[config.mk]
export PLATFORM = sky130hd
export DESIGN_NAME = otpmc_top
export DESIGN_NICKNAME = d
export VERILOG_FILES = /design/src/hdl/otpmc_pkg.sv /design/src/hdl/otpmc_buf2.sv /design/src/hdl/otpmc_top.sv
export VERILOG_INCLUDE_DIRS = /design/src /design/src/hdl
export SDC_FILE = /design/constraint.sdc
export NUM_CORES = 1
export LEC_CHECK = 0
export BUFFER_PORTS_ARGS = -buffer_cell sky130_fd_sc_hd__buf_2
export CAP_MARGIN = 20
export CORE_MARGIN = 8
export CORE_UTILIZATION = 44
export DETAILED_ROUTE_END_ITERATION = 7
export HOLD_SLACK_MARGIN = 0.03
export PLACE_DENSITY_LB_ADDON = 0.2
export SETUP_SLACK_MARGIN = 0.02
export SKIP_LAST_GASP = 1
export SYNTH_ARGS = -nofsm -noshare
export SYNTH_HDL_FRONTEND = slang
export SYNTH_SLANG_ARGS = --single-unit
[constraint.sdc]
create_clock -name clk_i -period 2.95 [get_ports clk_i]
set_input_delay 0.1475 -clock clk_i [delete_from_list [all_inputs] [get_ports clk_i]]
set_output_delay 0.1475 -clock clk_i [all_outputs]
set_load 0.03 [all_outputs]
[src/hdl/otpmc_regs.svh]
// Offsets, field positions, reset values and timing counts of the OTP mode control block
`ifndef OTPMC_REGS_SVH
`define OTPMC_REGS_SVH
`define OTPMC_MODE_ADDR 32'h40008000
`define OTPMC_PMUX_HI 29
`define OTPMC_PMUX_LO 28
`define OTPMC_FAST_BIT 8
`define OTPMC_PSEL_BIT 7
`define OTPMC_TWOCC_BIT 6
`define OTPMC_FLUSH_BIT 5
`define OTPMC_DMA_BIT 4
`define OTPMC_MODE_HI 2
`define OTPMC_MODE_LO 0
`define OTPMC_MODE_RESET 32'h00000000
`define OTPMC_WMASK 32'h300001f7
`define OTPMC_CLK_PERIOD_NS 10
`define OTPMC_FAST_READ_CYC 1
`define OTPMC_SLOW_READ_CYC 2
`endif

[src/hdl/otpmc_pkg.sv]
// Types of the OTP mode control block
package otpmc_pkg;
	// Operating mode codes; upper three codes are reserved test modes
	typedef enum logic [2:0] {
		OTPMC_STANDBY = 3'h0,
		OTPMC_MANUAL_READ = 3'h1,
		OTPMC_MANUAL_PROGRAM = 3'h2,
		OTPMC_AUTO_READ = 3'h3,
		OTPMC_AUTO_PROGRAM = 3'h4
	} otpmc_mode_t;

	// Decoded controls sent to the sequencer and macrocells
	typedef struct packed {
		logic [2:0] mode;
		logic fast_program_timing;
		logic program_from_port;
		logic two_cycle_read_access;
		logic dma_active;
		logic fifo_source;
		logic read_strobe;
	} otpmc_ctrl_t;

	// Analog settings routed to the programming port
	typedef struct packed {
		logic [15:0] bandgap_setting;
		logic [15:0] rssi_compensation_setting;
		logic [7:0] rf_io_setting;
		logic [11:0] lna_setting_first;
		logic [11:0] lna_setting_second;
		logic [4:0] lna_setting_third;
		logic [3:0] vco_setting;
	} otpmc_settings_t;
endpackage

[src/hdl/otpmc_buf2.sv]
// Two-entry valid/ready buffer for the programming data path
`timescale 1ns/1ns
module otpmc_buf2 (
	input wire logic clk_i,
	input wire logic rst_i,
	input wire logic flush_i,
	input wire logic in_valid_i,
	output logic in_ready_o,
	input wire logic [31:0] in_data_i,
	output logic out_valid_o,
	input wire logic out_ready_i,
	output logic [31:0] out_data_o
);
	logic [31:0] mem [0:1]; // Storage entries
	logic wr_ptr; // Write index
	logic rd_ptr; // Read index
	logic [1:0] count; // Occupancy
	wire push = in_valid_i && in_ready_o;
	wire pop = out_valid_o && out_ready_i;

	assign in_ready_o = (count != 2'h2);
	assign out_valid_o = (count != 2'h0);
	assign out_data_o = mem[rd_ptr];

	////////////////////////////////////////////////////////////////////////
	// Pointer and count update; flush discards everything at once
	always_ff @(posedge clk_i or posedge rst_i) begin
		if (rst_i) begin
			wr_ptr <= 1'b0;
			rd_ptr <= 1'b0;
			count <= 2'h0;
		end else if (flush_i) begin
			wr_ptr <= 1'b0;
			rd_ptr <= 1'b0;
			count <= 2'h0;
		end else begin
			if (push) wr_ptr <= ~wr_ptr;
			if (pop) rd_ptr <= ~rd_ptr;
			count <= count + {1'b0, push} - {1'b0, pop};
		end
	end

	// Data entries need no reset; valid gates them
	always_ff @(posedge clk_i) begin
		if (push) mem[wr_ptr] <= in_data_i;
	end

	// A third word would overwrite the oldest one still waiting
	property p_no_overflow;
		@(posedge clk_i) disable iff (rst_i) count <= 2'h2;
	endproperty
	a_no_overflow: assert property (p_no_overflow) else $error("buffer count above two");
endmodule

[src/hdl/otpmc_top.sv]
// OTP controller mode control register and data source selection
//
// Summary of operation
// - Mode codes 000 to 100, 101-111 reserved
// - Bit 8 selects fast programming timing
// - Port-select clear takes FIFO data, word count
// - Port-select set programs one port word only
// - Bit 6 selects two-cycle macrocell reads
// - Writing bit 5 flushes FIFO, self clears
// - DMA off means software uses FIFO port
// - DMA on moves data automatically
// - Serial interface writes force DMA bit zero
// - DMA idle in port-source automatic program
// - Field 29:28 routes programming port value
`timescale 1ns/1ns
`include "otpmc_regs.svh"
module otpmc_top import otpmc_pkg::*; (
	input wire logic clk_i,
	input wire logic rst_i,
	input wire logic bus_wr_i, // System bus write strobe
	input wire logic bus_rd_i, // System bus read strobe
	input wire logic [31:0] bus_addr_i,
	input wire logic [31:0] bus_wdata_i,
	output logic [31:0] bus_rdata_o,
	input wire logic ser_wr_i, // Serial programming interface write strobe
	input wire logic [31:0] ser_wdata_i,
	input wire otpmc_settings_t settings_i,
	input wire logic fifo_valid_i, // FIFO data from software port or DMA
	output logic fifo_ready_o,
	input wire logic [31:0] fifo_data_i,
	input wire logic [12:0] word_count_setting_i,
	output logic prog_valid_o, // Word offered to the programming sequencer
	input wire logic prog_ready_i,
	output logic [31:0] prog_data_o,
	output logic [12:0] prog_words_o,
	output otpmc_ctrl_t ctrl_o,
	output logic fifo_flush_o
);
	logic [31:0] mode_reg; // Stored control register
	logic flush_pulse; // One-cycle flush
	logic read_phase; // Toggles for two-cycle reads
	logic port_word_done; // Single port word already taken
	logic [31:0] rdata; // Registered read data
	logic [31:0] port_value; // Registered programming port value
	logic [31:0] next_port_value;

	////////////////////////////////////////////////////////////////////////
	// Decode
	wire bus_hit = (bus_addr_i == `OTPMC_MODE_ADDR);
	wire bus_write = bus_wr_i && bus_hit;
	wire [2:0] operating_mode_field = mode_reg[`OTPMC_MODE_HI:`OTPMC_MODE_LO];
	wire [1:0] program_port_source_select = mode_reg[`OTPMC_PMUX_HI:`OTPMC_PMUX_LO];
	wire fast_program_timing = mode_reg[`OTPMC_FAST_BIT];
	wire program_from_port_select = mode_reg[`OTPMC_PSEL_BIT];
	wire two_cycle_read_access = mode_reg[`OTPMC_TWOCC_BIT];
	wire dma_transfer_enable = mode_reg[`OTPMC_DMA_BIT];
	wire is_auto_prog = (operating_mode_field == OTPMC_AUTO_PROGRAM);
	wire is_auto_read = (operating_mode_field == OTPMC_AUTO_READ);
	wire port_source = is_auto_prog && program_from_port_select;
	wire fifo_source = is_auto_prog && !program_from_port_select;
	// DMA only in automatic modes and never for a port word
	wire dma_active = dma_transfer_enable && (is_auto_read || fifo_source);
	// Serial writes drop the DMA bit; the flush bit is never stored
	wire [31:0] ser_value = ser_wdata_i & `OTPMC_WMASK & ~(32'h1 << `OTPMC_DMA_BIT);
	wire [31:0] bus_value = bus_wdata_i & `OTPMC_WMASK;
	wire [31:0] next_mode_reg = bus_write ? bus_value : ser_value;
	wire wr_any = bus_write || ser_wr_i;
	wire flush_req = wr_any && next_mode_reg[`OTPMC_FLUSH_BIT];

	////////////////////////////////////////////////////////////////////////
	// Control register; bus write wins when both write together
	always_ff @(posedge clk_i or posedge rst_i) begin
		if (rst_i) begin
			mode_reg <= `OTPMC_MODE_RESET;
		end else if (wr_any) begin
			mode_reg <= next_mode_reg & ~(32'h1 << `OTPMC_FLUSH_BIT);
		end
	end

	// Flush pulse lasts one cycle
	always_ff @(posedge clk_i or posedge rst_i) begin
		if (rst_i) flush_pulse <= 1'b0;
		else flush_pulse <= flush_req;
	end
	assign fifo_flush_o = flush_pulse;

	// Read data register; unmapped addresses read zero
	always_ff @(posedge clk_i or posedge rst_i) begin
		if (rst_i) rdata <= 32'h0;
		else if (bus_rd_i) rdata <= bus_hit ? mode_reg : 32'h0;
	end
	assign bus_rdata_o = rdata;

	////////////////////////////////////////////////////////////////////////
	// Read rate: strobe every cycle or every second cycle
	always_ff @(posedge clk_i or posedge rst_i) begin
		if (rst_i) read_phase <= 1'b0;
		else if (two_cycle_read_access) read_phase <= ~read_phase;
		else read_phase <= 1'b0;
	end
	wire read_strobe = two_cycle_read_access ? read_phase : 1'b1;

	// Programming port mux
	always_comb begin
		case (program_port_source_select)
			2'h0: next_port_value = {16'h0, settings_i.bandgap_setting};
			2'h1: next_port_value = {settings_i.rssi_compensation_setting, 8'h0,
				settings_i.rf_io_setting};
			2'h2: next_port_value = {3'h0, settings_i.lna_setting_third,
				settings_i.lna_setting_second, settings_i.lna_setting_first};
			2'h3: next_port_value = {28'h0, settings_i.vco_setting};
			default: next_port_value = 32'h0;
		endcase
	end
	always_ff @(posedge clk_i or posedge rst_i) begin
		if (rst_i) port_value <= 32'h0;
		else port_value <= next_port_value;
	end

	////////////////////////////////////////////////////////////////////////
	// FIFO source path through the two-entry buffer
	logic buf_valid;
	logic [31:0] buf_data;
	otpmc_buf2 u_buf (
		.clk_i(clk_i),
		.rst_i(rst_i),
		.flush_i(flush_pulse),
		.in_valid_i(fifo_valid_i),
		.in_ready_o(fifo_ready_o),
		.in_data_i(fifo_data_i),
		.out_valid_o(buf_valid),
		.out_ready_i(prog_ready_i && fifo_source),
		.out_data_o(buf_data)
	);

	// One port word per entry into automatic program
	always_ff @(posedge clk_i or posedge rst_i) begin
		if (rst_i) port_word_done <= 1'b0;
		else if (!port_source) port_word_done <= 1'b0;
		else if (prog_valid_o && prog_ready_i) port_word_done <= 1'b1;
	end

	assign prog_valid_o = port_source ? !port_word_done : (fifo_source && buf_valid);
	assign prog_data_o = port_source ? port_value : buf_data;
	assign prog_words_o = port_source ? 13'h1 : word_count_setting_i;

	// Timing choice and mode go straight to the sequencer
	assign ctrl_o = '{mode: operating_mode_field,
		fast_program_timing: fast_program_timing,
		program_from_port: port_source,
		two_cycle_read_access: two_cycle_read_access,
		dma_active: dma_active,
		fifo_source: fifo_source,
		read_strobe: read_strobe};

	////////////////////////////////////////////////////////////////////////
	// Assertions
	property p_flush_one;
		@(posedge clk_i) disable iff (rst_i) flush_req |=> fifo_flush_o ##1 !mode_reg[5];
	endproperty
	a_flush_one: assert property (p_flush_one) else $error("flush not one pulse");
	property p_ser_no_dma;
		@(posedge clk_i) disable iff (rst_i) (ser_wr_i && !bus_write) |=> !mode_reg[4];
	endproperty
	a_ser_no_dma: assert property (p_ser_no_dma) else $error("serial write kept DMA");
	property p_port_no_dma;
		@(posedge clk_i) disable iff (rst_i) port_source |-> !ctrl_o.dma_active;
	endproperty
	a_port_no_dma: assert property (p_port_no_dma) else $error("DMA active for port");
	property p_port_once;
		@(posedge clk_i) disable iff (rst_i)
			(port_source && prog_valid_o && prog_ready_i) ##1 port_source |-> !prog_valid_o;
	endproperty
	a_port_once: assert property (p_port_once) else $error("second port word");
	property p_two_cycle;
		@(posedge clk_i) disable iff (rst_i)
			(two_cycle_read_access && read_strobe) ##1 two_cycle_read_access |-> !read_strobe;
	endproperty
	a_two_cycle: assert property (p_two_cycle) else $error("read too fast");
	property p_one_cycle;
		@(posedge clk_i) disable iff (rst_i) !two_cycle_read_access |-> read_strobe;
	endproperty
	a_one_cycle: assert property (p_one_cycle) else $error("read strobe missed");
	property p_fast;
		@(posedge clk_i) disable iff (rst_i)
			bus_write |=> ctrl_o.fast_program_timing == $past(bus_wdata_i[`OTPMC_FAST_BIT]);
	endproperty
	a_fast: assert property (p_fast) else $error("timing select wrong");
	property p_vco;
		@(posedge clk_i) disable iff (rst_i)
			(program_port_source_select == 2'h3) ##1 (program_port_source_select == 2'h3)
			|-> port_value[31:4] == 28'h0;
	endproperty
	a_vco: assert property (p_vco) else $error("port mux wrong");
	property p_fifo_words;
		@(posedge clk_i) disable iff (rst_i) fifo_source |-> prog_words_o == word_count_setting_i;
	endproperty
	a_fifo_words: assert property (p_fifo_words) else $error("word count wrong");
	// Reserved test codes must not start any automatic data movement
	property p_test_idle;
		@(posedge clk_i) disable iff (rst_i) (operating_mode_field > 3'h4)
			|-> !prog_valid_o && !ctrl_o.dma_active && !ctrl_o.fifo_source;
	endproperty
	a_test_idle: assert property (p_test_idle) else $error("test mode moved data");
	// Without the DMA bit software owns every transfer
	property p_no_dma;
		@(posedge clk_i) disable iff (rst_i) !dma_transfer_enable |-> !ctrl_o.dma_active;
	endproperty
	a_no_dma: assert property (p_no_dma) else $error("DMA active while off");
	// DMA follows the bit in automatic read
	property p_dma_read;
		@(posedge clk_i) disable iff (rst_i)
			(is_auto_read && dma_transfer_enable) |-> ctrl_o.dma_active;
	endproperty
	a_dma_read: assert property (p_dma_read) else $error("DMA idle in auto read");
	// Flush must not linger past its single cycle
	property p_flush_end;
		@(posedge clk_i) disable iff (rst_i) !flush_req |=> !fifo_flush_o;
	endproperty
	a_flush_end: assert property (p_flush_end) else $error("flush pulse too long");
	// Leaving reset finds standby and no pending flush
	property p_reset_defaults;
		@(posedge clk_i) $fell(rst_i) |-> (mode_reg == `OTPMC_MODE_RESET) && !fifo_flush_o;
	endproperty
	a_reset_defaults: assert property (p_reset_defaults) else $error("reset state wrong");
	c_auto_prog_port: cover property (@(posedge clk_i) port_source && prog_valid_o && prog_ready_i);
	c_fifo_word: cover property (@(posedge clk_i) fifo_source && prog_valid_o && prog_ready_i);
	c_flush: cover property (@(posedge clk_i) fifo_flush_o);
	c_dma: cover property (@(posedge clk_i) ctrl_o.dma_active);
	c_read_dma: cover property (@(posedge clk_i) is_auto_read && ctrl_o.dma_active);
endmodule

Yosys cells after proc, flatten, opt, wreduce, memory -nomap -nowiden:

Memory sizes are Yosys's and may differ from the RTL's.
Index checks and enable logic that the tools add are counted.

* $add $sub $neg: 2
* bitwise logic cells: 3
* eq/ne operators: 8
* reductions and logical operators: 18
* mux-type cells: 17

Operator list (number)
* 32-bit one-hot mux with 4 select lines: 1
* 32-bit two-way mux: 2
* 32-bit by 31-bit equality test with 1-bit output, second input constant: 1
* 30-bit two-way mux: 1
* 13-bit two-way mux: 1
* 1-bit two-way mux: 11
* 1-bit logical AND: 10
* 2-bit nonzero test: 3
* 2-bit equality test, second input constant: 2
* 3-bit by 2-bit equality test with 1-bit output, second input constant: 1
* 3-bit equality test, second input constant: 1
* 1-bit NOT: 3
* 2-bit by 1-bit adder with 2-bit output: 1
* 2-bit by 1-bit equality test with 1-bit output, second input constant: 1
* 1-bit zero test: 2
* 2-bit zero test: 1
* 1-bit logical OR: 2
* 2-bit two-way mux: 1
* 2-bit by 1-bit inequality test with 1-bit output, second input constant: 1
* 2-bit inequality test, second input constant: 1
* 2-bit by 1-bit subtractor with 2-bit output: 1

* bits in registers: 102
* output and inout bits: 89
* word-level logic and storage cells: 58
* memories kept: 1
* memory bits (writable): 64

Memories
* u_buf.mem: words 2, width 32, rd ports 1, clocked after memory_dff 0, wr ports 1, RTL line otpmc_buf2.sv:14 `logic [31:0] mem [0:1];`

Depth between registers and ports, before layout:

Gate-level depths: netlist (run 1).

* depth in word-level cells: 7
* mapped depth: 8
* depth with buffers taken out: 8

Modules after synthesis:

From an unflattened synthesis (run 1), not the netlist that was laid out.

* cells, all modules: 385
* area, all modules: 5718.0 sq um

Modules (own cells, without submodules)
* otpmc_top: times used 1, area an instance 3016.6 sq um, cells each 261
* otpmc_buf2: times used 1, area an instance 2701.3 sq um, cells each 124

Worst setup path before layout (run 1):

No wires, ideal clock.

* kind: register to register
* start: register u_buf.count[1]
* end: memory u_buf.mem[0][0] (enable)
* path slack: 0.322 ns
* stages on the path, launching flop included: 4
* arrival: 2.207 ns
* period minus slack after synthesis: 2.628 ns
* cells stage by stage: dfrtp_1 > nand2b_1 > nand2_1 > nor2_1

* longest elaborated chain between the ends: 4

RTL lines
* start, declared: RTL line otpmc_buf2.sv:17 `logic [1:0] count;`
* start signal, assigned: RTL line otpmc_buf2.sv:39 `count <= count + {1'b0, push} - {1'b0, pop};`
* 2-bit inequality test: RTL line otpmc_buf2.sv:21 `assign in_ready_o = (count != 2'h2);`
* via fifo_ready_o: RTL line otpmc_top.sv:29 `output logic fifo_ready_o,`
* 1-bit logical AND: RTL line otpmc_buf2.sv:18 `wire push = in_valid_i && in_ready_o;`
* 1-bit two-way mux: RTL line otpmc_buf2.sv:45 `if (push) mem[wr_ptr] <= in_data_i;`
* 1-bit two-way mux (not written as such): RTL line otpmc_buf2.sv:45
* end, declared: RTL line otpmc_buf2.sv:14

The timed path passes the listed nets, and every way through them passes these cells.

Final worst setup path (run 1):

* start: register mode_reg[1]
* end: output port prog_data_o[0]

* longest elaborated chain between the ends: 3

RTL lines
* start, declared: RTL line otpmc_top.sv:39 `logic [31:0] mode_reg;`
* start signal, assigned: RTL line otpmc_top.sv:74 `` mode_reg <= `OTPMC_MODE_RESET; ``
* start signal, assigned: RTL line otpmc_top.sv:76 `` mode_reg <= next_mode_reg & ~(32'h1 << `OTPMC_FLUSH_BIT); ``
* 3-bit equality test: RTL line otpmc_top.sv:57 `wire is_auto_prog = (operating_mode_field == OTPMC_AUTO_PROGRAM);`
* 1-bit logical AND: RTL line otpmc_top.sv:59 `wire port_source = is_auto_prog && program_from_port_select;`
* 32-bit two-way mux: RTL line otpmc_top.sv:144 `assign prog_data_o = port_source ? port_value : buf_data;`
* end, declared: RTL line otpmc_top.sv:34 `output logic [31:0] prog_data_o,`

No other way between the ends.

==> results of run 1 <==
==> cells in the final DEF (no fill, tap or decap), types with 2 or more instances in the layout <==
cell type                       Yosys  layout
sky130_fd_sc_hd__clkbuf_16          0      17
sky130_fd_sc_hd__dfrtp_1           57      56
sky130_fd_sc_hd__clkbuf_8           0       2
sky130_fd_sc_hd__a22o_1            13      13
sky130_fd_sc_hd__and2_1             3       3
sky130_fd_sc_hd__mux4_2             4       4
sky130_fd_sc_hd__nor2b_1           17      16
sky130_fd_sc_hd__inv_1             18      17
sky130_fd_sc_hd__nor2_1            15      14
sky130_fd_sc_hd__nand4_1            2       2
sky130_fd_sc_hd__edfxtp_1          64      64
sky130_fd_sc_hd__xor2_1             3       3
sky130_fd_sc_hd__clkbuf_1          17       8
sky130_fd_sc_hd__mux2i_1           45      45
sky130_fd_sc_hd__or2_2              2       2
sky130_fd_sc_hd__mux2_2            17      17
sky130_fd_sc_hd__clkinv_2           0       4
sky130_fd_sc_hd__o21ai_0           38      38
sky130_fd_sc_hd__buf_4             32      10
sky130_fd_sc_hd__nor4_1             6       6
sky130_fd_sc_hd__ha_1               2       2
sky130_fd_sc_hd__o22ai_1            9       9
sky130_fd_sc_hd__conb_1             1      23
sky130_fd_sc_hd__buf_2              7     241
sky130_fd_sc_hd__nor4b_1            3       3
sky130_fd_sc_hd__nand2_1           48      48
sky130_fd_sc_hd__dlygate4sd3_1      0      93
==> kinds of logic after synthesis <==
group,Yosys count,share of synthesized area [%]
flops,121,61.8
simple gates,100,9.08
buf+inv,74,7.51
mux,66,13.5
compound gates,62,6.93
xor+xnor,4,0.647
fa+ha+maj,2,0.462
other cells,1,0.0692
==> power by group through the flow <==
stage               clock network (mW)  logic [mW]  registers [mW]
floorplan                            0       0.800            2.18
global placement                     0        1.15            2.21
detailed placement                   0        1.17            2.22
CTS                               1.81        1.30            2.19
global route                      1.88        1.39            2.22
finish                            1.77        1.29            2.19
==> path summary, 6_finish.rpt <==
kind	depth (start not counted)	to	slack, ps	start
min reg2reg	1	read_phase	410	read_phase
min	3	port_value[13]	50	settings_i[70]
max reg2reg	7	u_buf.count[0]	810	mode_reg[1]
min in group asynchronous	3	mode_reg[6]	470	rst_i
max in group asynchronous	4	port_value[25]	1770	rst_i
max	5	prog_data_o[0]	450	mode_reg[1]
==> cell type report <==
cell class | instances | area [um2]
antenna | 1 | 2.50
clock buffer | 27 | 483
timing repair buffer | 344 | 2210
inverter | 18 | 67.6
sequential | 121 | 3350
clock inverter | 5 | 23.8
multi-input combinational | 257 | 1760
tap | 147 | 184
fill | 897 | 3930
==> cells in the mapped netlist <==
| library cell | n |
|---|---|
| sky130_fd_sc_hd__nor4_1 | 6 |
| sky130_fd_sc_hd__and4bb_2 | 1 |
| sky130_fd_sc_hd__clkbuf_1 | 17 |
| sky130_fd_sc_hd__nand4_1 | 2 |
| sky130_fd_sc_hd__and2_1 | 3 |
| sky130_fd_sc_hd__a22o_1 | 13 |
| sky130_fd_sc_hd__mux2_2 | 17 |
| sky130_fd_sc_hd__nor2b_1 | 17 |
| sky130_fd_sc_hd__or2_2 | 2 |
| sky130_fd_sc_hd__o21a_1 | 1 |
| sky130_fd_sc_hd__conb_1 | 1 |
| sky130_fd_sc_hd__ha_1 | 2 |
| sky130_fd_sc_hd__buf_2 | 7 |
| sky130_fd_sc_hd__o22ai_1 | 9 |
| sky130_fd_sc_hd__o211ai_1 | 1 |
| sky130_fd_sc_hd__nand2b_1 | 1 |
| sky130_fd_sc_hd__nor2_1 | 15 |
| sky130_fd_sc_hd__xnor2_1 | 1 |
| sky130_fd_sc_hd__nor3_4 | 1 |
| sky130_fd_sc_hd__buf_4 | 32 |
| sky130_fd_sc_hd__mux2i_1 | 45 |
| sky130_fd_sc_hd__nor4b_1 | 3 |
| sky130_fd_sc_hd__inv_1 | 18 |
| sky130_fd_sc_hd__mux4_2 | 4 |
| sky130_fd_sc_hd__and3_1 | 1 |
| sky130_fd_sc_hd__edfxtp_1 | 64 |
| sky130_fd_sc_hd__nand2_1 | 48 |
| sky130_fd_sc_hd__xor2_1 | 3 |
| sky130_fd_sc_hd__dfrtp_1 | 57 |
| sky130_fd_sc_hd__o21ai_0 | 38 |
==> stage by stage <==
| step | cells | area, um2 | worst slack, ps |
|---|---|---|---|
| detailed placement | 794 | 6640 | 837 |
| global route | 920 | 8080 | 330 |
| finish | 920 | 8080 | 447 |
| CTS | 919 | 8080 | 427 |
| floorplan | 452 | 5500 | 322 |
| global placement | 794 | 6640 | 911 |
==> metal layers <==
metal | vias up | GRT usage (%) | wire, um
li1 | 2125 | - | -
met5 | - | 0 | 0
met4 | 0 | 9.24 | 466
met1 | 2140 | 20.5 | 6040
met3 | 41 | 8.09 | 1350
met2 | 213 | 36.9 | 8470
==> worst reg2reg max path: stages (launching register included) <==
cell	delay, ps
sky130_fd_sc_hd__dfrtp_1	440
sky130_fd_sc_hd__nor4b_1	640
sky130_fd_sc_hd__o211ai_1	240
sky130_fd_sc_hd__inv_1	100
sky130_fd_sc_hd__ha_1	220
sky130_fd_sc_hd__inv_1	50
sky130_fd_sc_hd__ha_1	210
sky130_fd_sc_hd__nor2b_1	130
==> repair_timing <==
action,CTS,global route
hold buffers,93,0
endpoints found under the hold margin,136,0
gates resized for setup,0,0
buffers inserted,0,0
==> results.md, run 1 <==
• **share of the yosys chip area belonging to registers** 61.8%
• **net switching fraction of the power** 29.8%
• **CTS tree** done
• **Final Critical Period** 2500 ps
• **leakage power** 3.66 nW
• **result of the run** finished clean
• **final core utilization** 67.3%
• **post-DR wirelength/cell** 17.7 um
• **# setup viols final** 0
• **number of global-route vias before repair** 5020
• **die span in y** 127 um
• **Routability Congestion** 0.789
• **area added between synthesis and finish** 49.1%
• **endpoint kind of the worst setup timing path** output pin
• **Hold Fails Final Rpt** 0
• **Worst Tran Pin Value** 998 ps
• **Longest Clk Path Bufs** 2
• **design internal power** 3.68 mW
• **number of iterations in the first detailed-routing pass** 4
• **cells taking the most area after synthesis** sky130_fd_sc_hd__edfxtp_1 35%, sky130_fd_sc_hd__dfrtp_1 26%, sky130_fd_sc_hd__mux2i_1 8.3%
• **global-route wire length before repair** 25600 um
• **count of unique library cells instantiated by Yosys** 30
• **ANT nets after route** 0
• **register bit total from synthesis** 121
• **switching power summed over all nets** 1.56 mW
• **netlist area before placement** 5420 um2
• **Hold Worst Slack** 47.9 ps
• **endpoint arrival time on the critical path** 2360 ps
• **largest registers ranked by flip-flop count** u_buf.mem (64), port_value (32)
• **clock power share** 33.7%
• **cell with the largest stage delay on the worst path** sky130_fd_sc_hd__and4bb_2
• **final routed wirelength across all metal layers** 16300 um
• **Critical Path Source Type** flop
• **violation count after the first detailed-route iteration** 150
• **number of flip-flops in the largest register** 64
• **clock input transition at the sequential cells of the worst setup and hold paths** 50 ps
• **Worst IR Drop VDD** 0.470 mV
• **Slew Limit Headroom** 33.2%
• **Die ar.** 16100 um2
• **count of boundary I/O pins** 310
• **GRT Total Usage** 20.5%
• **post-route setup TNS** 0 ps
• **vias after detailed routing** 4519
• **number of buffer and inverter instances along the worst setup path** 2
• **source-to-sink clock delay at the later pin of the worst-skew pair** 410 ps
• **Post-DP HPWL** 11400 um
• **antenna violations before repair** 1
• **largest fanout of any net on the critical path** 35
• **post-synth top area share** 35.5%
• **stage delay of the slowest cell on the critical path** 630 ps
• **class of the tightest hold or removal check** in -> reg
• **Clock Skew** 6.80 ps
• **RSZ-0062 raised after global routing** false
• **Req. time, crit path** 2800 ps
• **largest reg by FF count** u_buf.mem
• **total number of H-tree levels** 4
• **maximum clock rate** 399 MHz
• **post-detailed-route via-to-cell ratio** 4.91
• **share of power burned in registers** 41.8%
• **ratio of cells with drive above 1 in the final layout** 39.4%
• **number of clock buffers inserted by TritonCTS** 17
• **num rows** 40
• **maximum number of pins on one net before global-route repair** 37
• **kind of cell adding the most delay to the critical path** simple AND/OR/NAND/NOR gates
• **overflow left after global routing** 0
• **Initial Utilization** 45.1%
• **DIE WIDTH** 127 um
• **number of I/O port buffers** 241
• **average instance area after synthesis** 12.6 um2
• **count of clock tree sinks** 121
• **library cell with the largest summed area after synthesis** sky130_fd_sc_hd__edfxtp_1
• **startpoint-to-endpoint class of the critical path** reg -> out
• **Warnings, synthesis** 0
• **power density over the cells** 649 nW/um2
• **number of remaining DRC errors** 0
• **Period Utilization, post-route** 84.9%
• **combinational fraction of design power** 24.5%
• **fin nets** 982
• **Placeable Area** 12000 um2
• **Final Total Pwr** 5.25 mW
• **gate count after technology mapping** 430
• **count of pins over their slew limit** 0
• **cell chain of the critical path** and4bb_2 > buf_4 > nand2_1 > o21ai_0 > buf_2
• **count of maximum capacitance violations** 0
• **CTS root buffer** sky130_fd_sc_hd__clkbuf_16
Power figures use the tool's default switching activity.
==> run 2: changes to the inputs <==
Clock period 2.95 ns to 2.35 ns, I/O delays scaled along.
==> run 2 against run 1 <==
  * Sequential share of layout area fell by 0.94 points
  * Critical endpoint is now port_value[24]
  * Hold slack improved by 6.3 ps
  * Wire length fell by 3.8%
  * Clock skew fell by 1.4 ps
  * Clock power rose by 38%
  * Die area did not move
  * Final area rose by 2.3%
  * Cell count rose by 0.76%
  * Power rose by 30%
==> results.md, run 2 (synthesized netlist as in run 1, its figures left out) <==
• **largest reg by FF count** u_buf.mem
• **Hold Fails Final Rpt** 0
• **number of standard cells in the final layout excluding fillers** 927
• **antenna cell count** 0
• **ANT nets after route** 0
• **Routability Congestion** 0.797
• **count of maximum capacitance violations** 0
• **CTS tree** done
• **number of remaining DRC errors** 0
• **Post-DP HPWL** 10800 um
• **post-DR wirelength/cell** 16.9 um
• **Placeable Area** 12000 um2
• **leakage power** 3.74 nW
• **count of pins over their slew limit** 0
• **leading cell type in the layout, fill and taps excluded** sky130_fd_sc_hd__buf_2
• **source-to-sink clock delay at the later pin of the worst-skew pair** 400 ps
• **DIE WIDTH** 127 um
• **antenna violations before repair** 0
• **post-route setup TNS** 0 ps
• **# setup viols final** 0
• **net switching fraction of the power** 28.8%
• **result of the run** finished clean
• **Period Utilization, post-route** 92.2%
• **Slew Limit Headroom** 36.5%
• **maximum clock rate** 462 MHz
• **number of iterations in the first detailed-routing pass** 4
• **Longest Clk Path Bufs** 2
• **share of power burned in registers** 40.1%
• **combinational fraction of design power** 24.2%
• **filler cell count in the final layout** 835
• **stage delay of the slowest cell on the critical path** 780 ps
• **clock input transition at the sequential cells of the worst setup and hold paths** 50 ps
• **Final Critical Period** 2170 ps
• **global-route wire length before repair** 24700 um
• **Worst Tran Pin Value** 950 ps
• **num rows** 40
• **endpoint kind of the worst setup timing path** flop
• **Clock Skew** 5.45 ps
• **power density over the cells** 828 nW/um2
• **count of boundary I/O pins** 310
• **count of clock tree sinks** 121
• **Initial Utilization** 45.1%
• **cell chain of the critical path** nor2b_1 > a22o_1 > dlygate4sd3_1
• **final routed wirelength across all metal layers** 15700 um
• **Critical Path Source Type** flop
• **number of global-route vias before repair** 5015
• **number of flip-flops in the largest register** 64
• **CTS root buffer** sky130_fd_sc_hd__clkbuf_16
• **total number of H-tree levels** 4
• **Placed Instances** 793
• **design internal power** 4.87 mW
• **endpoint arrival time on the critical path** 2500 ps
• **post-detailed-route via-to-cell ratio** 4.83
• **area added between synthesis and finish** 52.6%
• **Die ar.** 16100 um2
• **GRT Total Usage** 19.5%
• **RSZ-0062 raised after global routing** false
• **most used cells in the layout excluding fill and tap cells** 241 x sky130_fd_sc_hd__buf_2, 102 x sky130_fd_sc_hd__dlygate4sd3_1, 64 x sky130_fd_sc_hd__edfxtp_1, 56 x sky130_fd_sc_hd__dfrtp_1, 48 x sky130_fd_sc_hd__nand2_1
• **vias after detailed routing** 4481
• **ratio of cells with drive above 1 in the final layout** 39.4%
• **startpoint-to-endpoint class of the critical path** reg -> reg
• **cell with the largest stage delay on the worst path** sky130_fd_sc_hd__nor2b_1
• **class of the tightest hold or removal check** in -> reg
• **largest fanout of any net on the critical path** 13
• **number of gates given a new drive strength after cts** 0
• **largest registers ranked by flip-flop count** u_buf.mem (64), port_value (32)
• **fin nets** 990
• **violation count after the first detailed-route iteration** 202
• **overflow left after global routing** 0
• **switching power summed over all nets** 1.97 mW
• **clock power share** 35.7%
• **Worst IR Drop VDD** 0.481 mV
• **Req. time, crit path** 2690 ps
• **maximum number of pins on one net before global-route repair** 80
• **number of I/O port buffers** 241
• **die span in y** 127 um
• **number of clock buffers inserted by TritonCTS** 17
## run 2: changes by cell type in the layout (fill, tap and decap cells not counted), moves of 2 or more
cell	change
sky130_fd_sc_hd__buf_12	+4
sky130_fd_sc_hd__buf_4	-5
sky130_fd_sc_hd__clkbuf_1	-5
sky130_fd_sc_hd__bufinv_16	+2
sky130_fd_sc_hd__dlygate4sd3_1	+9
## run 2: path summary, 6_finish.rpt
path / start / to / slack (ps) / cells after the start
worst max register to register: mode_reg[28] / port_value[24] / 180 / 3
worst min-delay path: settings_i[1] / port_value[1] / 50 / 2
min in group asynchronous: rst_i / read_phase / 320 / 3
max in group asynchronous: rst_i / u_buf.rd_ptr / 1420 / 4
worst max-delay path: mode_reg[28] / port_value[24] / 180 / 3
worst min register to register: read_phase / read_phase / 420 / 1
## run 2: area by class of cell
type | instances | area (um2) | share of cell area (%)
Inverter | 18 | 67.6 | 0.817
Clock buffer | 22 | 464 | 5.62
Clock inverter | 10 | 100 | 1.21
Tap cell | 147 | 184 | 2.22
Multi-Input combinational cell | 257 | 1760 | 21.3
Timing Repair Buffer | 352 | 2340 | 28.4
Sequential cell | 121 | 3350 | 40.5
## run 2: what timing repair did
action,in CTS,in global routing
setup buffers,0,0
hold buffers,102,0
hold endpoints to repair,127,0
## run 2: metal layers
layer | wire, um | GRT usage [%] | vias up
met4 | 346 | 7.77 | 0
met2 | 8180 | 35.1 | 193
met3 | 1360 | 7.25 | 25
li1 | - | - | 2141
met1 | 5810 | 20.0 | 2122
met5 | 0 | 0 | -
## run 2: critical path, delay by kind of cell (launching register included)
| family | cells | cell delay, ps |
|---|---|---|
| flip-flops | 1 | 480 |
| AND/OR/NAND/NOR | 1 | 780 |
| AO/OA/AOI/OAI | 1 | 290 |
| buffers and inverters | 1 | 550 |
## run 2: metrics by stage
step	power [mW]	hold slack (ps)	instance area [um2]	utilization, %	setup WS (ps)
global route	7.14	46.9	8270	68.8	22.5
CTS	6.91	35.3	8270	68.8	199
global placement	4.24	214	6680	55.6	537
finish	6.84	54.2	8270	68.8	184
detailed placement	4.28	205	6680	55.6	525
floorplan	3.75	216	5500	-	243
## run 2: power groups by stage
stage | Sequential, mW | Combinational, mW | Clock [mW]
finish | 2.74 | 1.66 | 2.44
CTS | 2.74 | 1.67 | 2.49
detailed placement | 2.78 | 1.49 | 0
global placement | 2.76 | 1.48 | 0
global route | 2.77 | 1.79 | 2.58
floorplan | 2.74 | 1.01 | 0
